### src/core/pin_mode_map.vh
// pin_mode_map.vh: constants for the serial flash pin-role and bus-mode logic
// assumes inclusion by bare name from the core/ design files
`ifndef PIN_MODE_MAP_VH
`define PIN_MODE_MAP_VH
`define QE_BIT_POS        3'd6
`define STATUS_RESET      8'h00
`define RESET_FUNC_BIT    1'b0
`define SECTOR_ADDR_BITS  12
`define BLK32_ADDR_BITS   15
`define BLK64_ADDR_BITS   16
`define SYNC_STAGES       2
`endif

### src/core/flash_pin_mode.v
// flash_pin_mode.v: pin roles, pause, hardware reset and serial shifting of a serial flash
// assumes link pins are asynchronous to CLK_IN and the serial clock is much slower than it
`default_nettype none
`include "pin_mode_map.vh"
module flash_pin_mode #(
  parameter ADDR_W = 24
) (
  // clock and reset
  input  wire              CLK_IN,
  input  wire              RESET_IN,
  // link pins (output enable low while driving)
  input  wire              SCK_IN,
  input  wire              CS_N_IN,
  input  wire              HW_RESET_N_IN,
  input  wire              DATA_LANE_0_IN,
  output wire              DATA_LANE_0_OUT,
  output wire              DATA_LANE_0_OE_N_OUT,
  input  wire              DATA_LANE_1_IN,
  output wire              DATA_LANE_1_OUT,
  output wire              DATA_LANE_1_OE_N_OUT,
  input  wire              DATA_LANE_2_IN,
  output wire              DATA_LANE_2_OUT,
  output wire              DATA_LANE_2_OE_N_OUT,
  input  wire              DATA_LANE_3_IN,
  output wire              DATA_LANE_3_OUT,
  output wire              DATA_LANE_3_OE_N_OUT,
  // configuration
  input  wire              STATUS_WR_IN,
  input  wire [7:0]        STATUS_WDATA_IN,
  input  wire              FUNC_RESET_BIT_IN,
  input  wire              RESET_PIN_FITTED_IN,
  input  wire              PIN_ROLE_SELECT_BIT_IN,
  input  wire              FOUR_LANE_COMMAND_MODE_IN,
  input  wire              QUAD_DATA_PHASE_IN,
  input  wire              DRIVE_PHASE_IN,
  // user data
  input  wire [7:0]        TX_BYTE_IN,
  output wire              TX_TAKE_OUT,
  output reg  [7:0]        RX_BYTE_OUT,
  output reg               RX_VALID_OUT,
  output reg               SELECT_START_OUT,
  // status
  output wire [7:0]        STATUS_OUT,
  output wire              QUAD_LANE_ENABLE_OUT,
  output wire              PAUSED_OUT,
  output wire              IN_RESET_OUT,
  output wire              SELECTED_OUT,
  // address region lookup
  input  wire [ADDR_W-1:0] REGION_ADDR_IN,
  output wire [ADDR_W-`SECTOR_ADDR_BITS-1:0] SECTOR_OUT,
  output wire [ADDR_W-`BLK32_ADDR_BITS-1:0]  BLOCK32_OUT,
  output wire [ADDR_W-`BLK64_ADDR_BITS-1:0]  BLOCK64_OUT
);
  // synchronised pins
  wire       sck_s;
  wire       cs_n_s;
  wire       rst_pin_s;
  wire [3:0] lane_s;

  // configuration and framing state
  reg  [7:0] status_q;
  reg        sck_prev_q;
  reg        armed_q;
  reg        cs_prev_q;

  // shift state
  reg  [7:0] rx_sh_q;
  reg  [2:0] rx_cnt_q;
  reg  [7:0] tx_sh_q;
  reg  [2:0] tx_cnt_q;
  reg  [3:0] out_q;
  reg        take_q;

  // role decode and edge strobes
  wire       quad_lane_enable;
  reg        reset_pin_role;
  reg        pause_role;
  reg        hw_reset_act;
  wire       paused;
  wire       selected;
  wire       multi;
  wire       rise;
  wire       fall;
  wire [2:0] bits_step;
  wire       drive_io;

  // reset values match each pin's idle level, so no false edge follows reset
  pin_sync #(.RESET_VAL(1'b0)) u_sck (
    .clk_in  (CLK_IN),
    .reset_in(RESET_IN),
    .pin_in  (SCK_IN),
    .pin_out (sck_s)
  );

  pin_sync #(.RESET_VAL(1'b1)) u_cs (
    .clk_in  (CLK_IN),
    .reset_in(RESET_IN),
    .pin_in  (CS_N_IN),
    .pin_out (cs_n_s)
  );

  // an open reset pin reads high through its pull-up
  pin_sync #(.RESET_VAL(1'b1)) u_rst (
    .clk_in  (CLK_IN),
    .reset_in(RESET_IN),
    .pin_in  (HW_RESET_N_IN),
    .pin_out (rst_pin_s)
  );

  pin_sync #(.RESET_VAL(1'b0)) u_l0 (
    .clk_in  (CLK_IN),
    .reset_in(RESET_IN),
    .pin_in  (DATA_LANE_0_IN),
    .pin_out (lane_s[0])
  );

  pin_sync #(.RESET_VAL(1'b0)) u_l1 (
    .clk_in  (CLK_IN),
    .reset_in(RESET_IN),
    .pin_in  (DATA_LANE_1_IN),
    .pin_out (lane_s[1])
  );

  pin_sync #(.RESET_VAL(1'b0)) u_l2 (
    .clk_in  (CLK_IN),
    .reset_in(RESET_IN),
    .pin_in  (DATA_LANE_2_IN),
    .pin_out (lane_s[2])
  );

  // the fourth pin idles high, as pause and reset are both active low
  pin_sync #(.RESET_VAL(1'b1)) u_l3 (
    .clk_in  (CLK_IN),
    .reset_in(RESET_IN),
    .pin_in  (DATA_LANE_3_IN),
    .pin_out (lane_s[3])
  );

  addr_region #(.ADDR_W(ADDR_W)) u_region (
    .addr_in   (REGION_ADDR_IN),
    .sector_out(SECTOR_OUT),
    .blk32_out (BLOCK32_OUT),
    .blk64_out (BLOCK64_OUT)
  );

  // status register; only the quad lane enable bit matters here
  always @(posedge CLK_IN) begin
    if (RESET_IN) begin
      status_q <= `STATUS_RESET;
    end else if (STATUS_WR_IN) begin
      status_q <= STATUS_WDATA_IN;
    end
  end
  assign quad_lane_enable = status_q[`QE_BIT_POS];

  assign multi = FOUR_LANE_COMMAND_MODE_IN | (quad_lane_enable & QUAD_DATA_PHASE_IN);

  // pin roles of the fourth pin; quad enable or four-lane mode makes it pure data
  always @* begin
    reset_pin_role = 1'b0;
    pause_role     = 1'b0;
    hw_reset_act   = 1'b0;
    if (RESET_PIN_FITTED_IN) begin
      // fitted reset pin: fourth pin is pause whatever the role bit says
      reset_pin_role = (FUNC_RESET_BIT_IN == `RESET_FUNC_BIT);
      pause_role     = !quad_lane_enable && !FOUR_LANE_COMMAND_MODE_IN;
      hw_reset_act   = reset_pin_role & ~rst_pin_s;
    end else if (!quad_lane_enable && !FOUR_LANE_COMMAND_MODE_IN) begin
      if (PIN_ROLE_SELECT_BIT_IN) begin
        // this variant borrows the fourth pin as an active-low reset
        hw_reset_act = ~lane_s[3];
      end else begin
        pause_role = 1'b1;
      end
    end
  end

  // a reset pin that is asserted looks like a deselect to the shift logic
  assign selected       = ~cs_n_s & ~hw_reset_act;
  assign paused         = pause_role & ~lane_s[3] & selected;

  assign rise      = sck_s & ~sck_prev_q;
  assign fall      = ~sck_s & sck_prev_q;
  assign bits_step = multi ? 3'd4 : 3'd1;

  always @(posedge CLK_IN) begin
    if (RESET_IN) begin
      sck_prev_q <= 1'b0;
      cs_prev_q  <= 1'b1;
      armed_q    <= 1'b0;
    end else begin
      sck_prev_q <= sck_s;
      cs_prev_q  <= cs_n_s;
      // first instruction only after a select falling edge
      if (cs_prev_q & ~cs_n_s) begin
        armed_q <= 1'b1;
      end
    end
  end

  // receive: rising edge sampling, msb first; pause holds the partial byte
  always @(posedge CLK_IN) begin
    if (RESET_IN || !selected) begin
      rx_sh_q          <= 8'h00;
      rx_cnt_q         <= 3'd0;
      RX_BYTE_OUT      <= 8'h00;
      RX_VALID_OUT     <= 1'b0;
      SELECT_START_OUT <= 1'b0;
    end else begin
      RX_VALID_OUT     <= 1'b0;
      // pulse on the select falling edge itself, which is also what arms
      SELECT_START_OUT <= cs_prev_q & ~cs_n_s;
      if (rise && !paused && armed_q && !DRIVE_PHASE_IN) begin
        if (multi) begin
          rx_sh_q <= {rx_sh_q[3:0], lane_s};
        end else begin
          rx_sh_q <= {rx_sh_q[6:0], lane_s[0]};
        end
        rx_cnt_q <= rx_cnt_q + bits_step;
        if (rx_cnt_q + bits_step == 3'd0) begin
          RX_BYTE_OUT  <= multi ? {rx_sh_q[3:0], lane_s} : {rx_sh_q[6:0], lane_s[0]};
          RX_VALID_OUT <= 1'b1;
        end
      end
    end
  end

  // transmit: launch on falling edge, msb first; a byte is loaded at its first bit
  // limitation: the byte must be on TX_BYTE_IN before that fall, there is no buffer
  always @(posedge CLK_IN) begin
    if (RESET_IN || !selected) begin
      tx_sh_q  <= 8'h00;
      tx_cnt_q <= 3'd0;
      out_q    <= 4'h0;
      take_q   <= 1'b0;
    end else begin
      take_q <= 1'b0;
      if (fall && !paused && DRIVE_PHASE_IN) begin
        if (tx_cnt_q == 3'd0) begin
          take_q <= 1'b1;
          if (multi) begin
            out_q   <= TX_BYTE_IN[7:4];
            tx_sh_q <= {TX_BYTE_IN[3:0], 4'h0};
          end else begin
            out_q   <= {2'b00, TX_BYTE_IN[7], 1'b0};
            tx_sh_q <= {TX_BYTE_IN[6:0], 1'b0};
          end
        end else if (multi) begin
          out_q   <= tx_sh_q[7:4];
          tx_sh_q <= {tx_sh_q[3:0], 4'h0};
        end else begin
          out_q   <= {2'b00, tx_sh_q[7], 1'b0};
          tx_sh_q <= {tx_sh_q[6:0], 1'b0};
        end
        tx_cnt_q <= tx_cnt_q + bits_step;
      end
    end
  end

  // output enables (low = driving); reset and pause float everything
  assign drive_io = selected & DRIVE_PHASE_IN & ~paused;
  assign DATA_LANE_0_OUT      = out_q[0];
  assign DATA_LANE_1_OUT      = out_q[1];
  assign DATA_LANE_2_OUT      = out_q[2];
  assign DATA_LANE_3_OUT      = out_q[3];
  assign DATA_LANE_0_OE_N_OUT = ~(drive_io & multi);
  assign DATA_LANE_1_OE_N_OUT = ~drive_io;
  assign DATA_LANE_2_OE_N_OUT = ~(drive_io & multi);
  assign DATA_LANE_3_OE_N_OUT = ~(drive_io & multi);

  assign TX_TAKE_OUT          = take_q;
  assign STATUS_OUT           = status_q;
  assign QUAD_LANE_ENABLE_OUT = quad_lane_enable;
  assign PAUSED_OUT           = paused;
  assign IN_RESET_OUT         = hw_reset_act;
  assign SELECTED_OUT         = selected;
endmodule
`default_nettype wire

### src/core/pin_sync.v
// pin_sync.v: two flip-flop synchroniser for one asynchronous pin
// assumes the pin is unrelated to CLK_IN
`default_nettype none
module pin_sync #(
  parameter RESET_VAL = 1'b0
) (
  input  wire clk_in,
  input  wire reset_in,
  input  wire pin_in,
  output wire pin_out
);
  reg meta_q;
  reg sync_q;
  always @(posedge clk_in) begin
    if (reset_in) begin
      meta_q <= RESET_VAL;
      sync_q <= RESET_VAL;
    end else begin
      meta_q <= pin_in;
      sync_q <= meta_q;
    end
  end
  assign pin_out = sync_q;
endmodule
`default_nettype wire

### src/core/addr_region.v
// addr_region.v: sector and block numbers of a byte address
// assumes a flat byte address with uniform sector and block sizes
`default_nettype none
`include "pin_mode_map.vh"
module addr_region #(
  parameter ADDR_W = 24
) (
  input  wire [ADDR_W-1:0]                     addr_in,
  output wire [ADDR_W-`SECTOR_ADDR_BITS-1:0]   sector_out,
  output wire [ADDR_W-`BLK32_ADDR_BITS-1:0]    blk32_out,
  output wire [ADDR_W-`BLK64_ADDR_BITS-1:0]    blk64_out
);
  assign sector_out = addr_in[ADDR_W-1:`SECTOR_ADDR_BITS];
  assign blk32_out  = addr_in[ADDR_W-1:`BLK32_ADDR_BITS];
  assign blk64_out  = addr_in[ADDR_W-1:`BLK64_ADDR_BITS];
endmodule
`default_nettype wire

### config.mk
export PLATFORM = sky130hd
export DESIGN_NAME = flash_pin_mode
export DESIGN_NICKNAME = d
export VERILOG_FILES = /design/src/core/flash_pin_mode.v /design/src/core/pin_sync.v /design/src/core/addr_region.v
export VERILOG_INCLUDE_DIRS = /design/src /design/src/core
export SDC_FILE = /design/constraint.sdc
export NUM_CORES = 1
export LEC_CHECK = 0
export BUFFER_PORTS_ARGS = -buffer_cell sky130_fd_sc_hd__clkbuf_2
export CELL_PAD_IN_SITES_DETAIL_PLACEMENT = 1
export CELL_PAD_IN_SITES_GLOBAL_PLACEMENT = 2
export CORE_AREA = 2 2 104 106
export DETAILED_ROUTE_END_ITERATION = 12
export DIE_AREA = 0 0 106 108
export GPL_TIMING_DRIVEN = 0
export PLACE_DENSITY = 0.83
export SETUP_SLACK_MARGIN = 0.02
export SLEW_MARGIN = 25
export SYNTH_ARGS = -nofsm -noshare
export SYNTH_HDL_FRONTEND = slang
export SYNTH_SLANG_ARGS = --single-unit
### constraint.sdc
create_clock -name CLK_IN -period 3.5 [get_ports CLK_IN]
set_input_delay 0.7 -clock CLK_IN [delete_from_list [all_inputs] [get_ports CLK_IN]]
set_output_delay 0.7 -clock CLK_IN [all_outputs]
set_load 0.01 [all_outputs]
==> results <==
- The core region area is 10200 um2.
- In this run switching power makes up 22.7% of total power.
- After synthesis the cells add up to 2750 um2.
- The path type of the worst min-delay path is register to register.
- The die is 106 um wide.
- The final HPWL from detailed placement is 5330 um.
- The post-detailed-routing wire length is 6920 um.
- Headroom to the max-slew limit came out at 56.7%.
- The worst setup path is of the register to register kind.
- The footprint of the flip-flops and latches is 1200 um2.
- The number of DRC markers in iteration 0 is 45.
- The endpoint arrival time on the critical path is 3.19 ns.
- The final period utilization is 83.5%.
- The relative area change from synthesis to final layout is 30.6%.
- Before antenna repair, the detailed router went through 4 iterations.
- The synthesized netlist net count is 346.
- At the pin with the least slew margin, the transition time is 0.647 ns.
- The multi-input combinational cells in the finished layout cover a total of 1200 um2.
- The type of destination of the critical path is a register.
- The initial cell density of the core is 26.9%.
- In this run, CTS created clock tree buffers numbering 9.
- The clock network is responsible for 45.7% of the overall power.
- The total routing resource utilization after global routing is 12.9%.
- The overall die area is 11400 um2.
- At the end of the flow, the number of nets in the layout was 446.
- The yosys synthesis warning count is 0.
- The tightest hold margin is 0.413 ns.
- The count of port buffers added during placement is 89.
- Setup repair after global routing left no endpoint under its margin.
- Using the TritonRoute via totals, the vias-per-cell ratio works out to 4.32.
- The clock arrives with 0.00836 ns of skew.
- VDD sags by at most 0.000183 V.
- The total overflow left after global routing is 0.
- The initial antenna violation count is 0.
- The cell sitting at the root of the clock tree is a clkbuf_8.
- Hold repair after CTS inserted 0 buffers.
- The number of global-route vias before repair was 2348.
- The combinational cell fraction of total power is 9.5%.
- In the final timing run, aggregate negative setup slack is 0 ns.
- The initialized floorplan defines 37 standard-cell rows.
- Max-cap violations in this run came to 0.
- The instance count of the mapped netlist is 286.
- The pin count of the biggest net entering global routing is 12.
- The number of gates resized after CTS was 0.
- After synthesis, flip-flops and latches occupy 43.6% of the total area.
- In this run the worst path has a maximum fanout of 11.
- The power density relative to cell area is 437 nW/um2.
- The post-route netlist has 41.2% of its cells at a drive strength greater than 1.
- 116 I/O pins were placed.
- The number of slew-limit violations in the final report is 0.
- The run finished with clean final reports.
- The number of endpoints failing setup at the final stage is 0.
- The clock network latency to the later pin of the worst-skew pair is 0.34 ns.
- The count of nets left with antenna violations once routing finished came out at 0.
- Fill cells in the final layout number 1219.
- Clock-pin slew was measured on the worst setup and hold paths at 0.07 ns.
- The congestion estimate from routability-driven global placement came to 0.737.
- Synthesis inferred 60 register bits.
- For the worst setup path, the data required time is 3.77 ns.
- The element type at the critical path start is a register.
- The internal power of the cells totals 1.21 mW.
- The largest buffer count on any clock path is 2.
- Yosys mapped the design onto 44 distinct sky130hd cell types.
- The analysis attributes to net switching a power of 357 uW.
- The share of total power in sequential cells is 44.8%.
- The global-route wire length before repair is 11500 um.
- Based on the critical path, the design can be clocked at up to 342 MHz.
- The analysis attributes to cell leakage a power of 1.62 nW.
- The average wire per cell in the routed design is 13.1 um.
- The CTS H-tree depth is 3.
- The CTS sink count is 60.
- The post-CTS setup buffer count is 0.
- The final route contains 2277 vias.
- 0 antenna diodes ended up in the layout.
- The minimum clock period is 2.92 ns.
- Averaged over all synthesized cells, the footprint is 9.62 um2.
- The total count of hold-check failures in the final report is 0.
- The number of remaining DRC errors is 0.
- The CTS tree is built.
- The die boundary height is 108 um.
[per-layer routing]
metal	track usage [%]	wire length (um)	up-vias
met5	0	0	-
met3	3.74	373	8
li1	-	-	1141
met1	16.1	3080	1066
met2	20.8	3380	62
met4	5.92	96	0
[stage by stage]
| step | worst slack, ns | std cells | cell area, um2 | total power [mW] | utilization (%) |
|---|---|---|---|---|---|
| final | 0.577 | 527 | 3600 | 1.57 | 35.1 |
| after global routing | 0.274 | 527 | 3600 | 1.65 | 35.1 |
| after CTS | 0.505 | 527 | 3600 | 1.60 | 35.1 |
| after detailed placement | 0.183 | 511 | 3370 | 0.872 | 32.9 |
| after global placement | 0.257 | 511 | 3370 | 0.867 | 32.9 |
| after floorplan | 0.806 | 286 | 2750 | 0.812 | - |
[power groups by stage]
stage | clock network, mW | registers [mW] | logic (mW)
finish | 0.719 | 0.704 | 0.150
global route | 0.777 | 0.705 | 0.165
CTS | 0.738 | 0.704 | 0.153
detailed placement | 0 | 0.719 | 0.153
global placement | 0 | 0.719 | 0.148
floorplan | 0 | 0.720 | 0.0912
[logic make-up (layout without fill, tap and decap cells)]
family	count (synthesis)	in the layout	synth area share, %
AO/OA/AOI/OAI	40	40	11.4
XOR/XNOR	4	4	1.27
adder cells (fa/ha/maj)	4	4	1.82
buffers and inverters	54	159	12.8
flip-flops	60	60	43.6
multiplexers	35	35	13.0
AND/OR/NAND/NOR	89	89	16.1
[synth_stat cells, drive strengths merged]
cell / count / area share (%)
a2111o: 1 / 0.41
a2111oi: 1 / 0.55
a211o: 1 / 0.32
a211oi: 5 / 1.7
a21o: 2 / 0.55
a21oi: 17 / 3.1
a221o: 4 / 1.5
a22oi: 1 / 0.27
a31o: 1 / 0.32
a31oi: 2 / 0.45
and2: 1 / 0.23
and3: 1 / 0.41
and3b: 1 / 0.32
buf: 40 / 11
clkbuf: 11 / 1.5
clkinv: 1 / 0.14
dfxtp: 60 / 44
ha: 4 / 1.8
inv: 2 / 0.27
mux2: 5 / 2.0
mux2i: 30 / 11
nand2: 27 / 3.7
nand2b: 1 / 0.23
nand3: 2 / 0.55
nand4: 1 / 0.23
nor2: 25 / 3.4
nor2b: 10 / 2.3
nor3: 2 / 0.36
nor3b: 1 / 0.45
nor4: 1 / 0.23
nor4bb: 1 / 0.36
o211a: 1 / 0.36
o211ai: 1 / 0.27
o21ai: 1 / 0.18
o41a: 1 / 0.41
o41ai: 1 / 1.0
or2: 7 / 1.6
or3: 8 / 1.8
xnor2: 4 / 1.3
[path summary, 6_finish.rpt]
check	start	endpoint	slack [ns]	depth (start not counted)
max	STATUS_OUT[6]$_SDFFE_PP0P_	RX_BYTE_OUT[0]$_SDFFE_PP0P_	0.58	10
min	u_l3.meta_q$_SDFF_PP1_	u_l3.pin_out$_SDFF_PP1_	0.41	1
max reg2reg	STATUS_OUT[6]$_SDFFE_PP0P_	RX_BYTE_OUT[0]$_SDFFE_PP0P_	0.58	10
min reg2reg	u_l3.meta_q$_SDFF_PP1_	u_l3.pin_out$_SDFF_PP1_	0.41	1
[final cells by class]
| type | instances | share of cell area, % |
|---|---|---|
| clock buffers | 13 | 4.42 |
| repair buffers | 89 | 12.4 |
| clock inverters | 3 | 1.91 |
| inverters | 3 | 0.313 |
| plain buffers | 51 | 9.50 |
| well taps | 136 | 4.73 |
| multi-input cells | 172 | 33.3 |
| flip-flops and latches | 60 | 33.4 |
[sequential cells by signal (all words and copies together), names as in the netlist, 3 cells and up]
signal / flops
rx_sh_q: 7
tx_sh_q: 7
RX_BYTE_OUT: 8
STATUS_OUT: 8
tx_cnt_q: 3
out_q: 4
rx_cnt_q: 3
[worst max-delay path, cell delays in order (launching register included)]
cell and delay [ns]:
dfxtp_1 0.43, a21o_1 0.26, clkinv_1 0.29, clkbuf_1 0.36, ha_1 0.28, ha_1 0.22, xnor2_1 0.14, xnor2_1 0.31
and3_4 0.25, buf_6 0.11, mux2i_1 0.18
[placed cells by master, fill, tap and decap left out, types with 2 or more instances in the layout]
master,Yosys,final
a211oi_2,2,2
buf_6,3,3
or2_2,7,7
inv_1,2,2
dfxtp_1,60,60
a221o_1,4,4
ha_1,4,4
clkbuf_1,11,13
a211oi_1,3,3
mux2_2,5,5
clkbuf_8,0,11
buf_4,33,33
a31oi_1,2,2
xnor2_1,4,4
buf_2,3,3
nor2b_1,10,10
a21oi_1,17,17
nor3_1,2,2
bufinv_16,0,2
nor2_1,25,25
mux2i_1,30,30
or3_1,8,8
clkbuf_2,0,89
a21o_1,2,2
nand2_1,27,27
(Power assumes the default switching activity.)
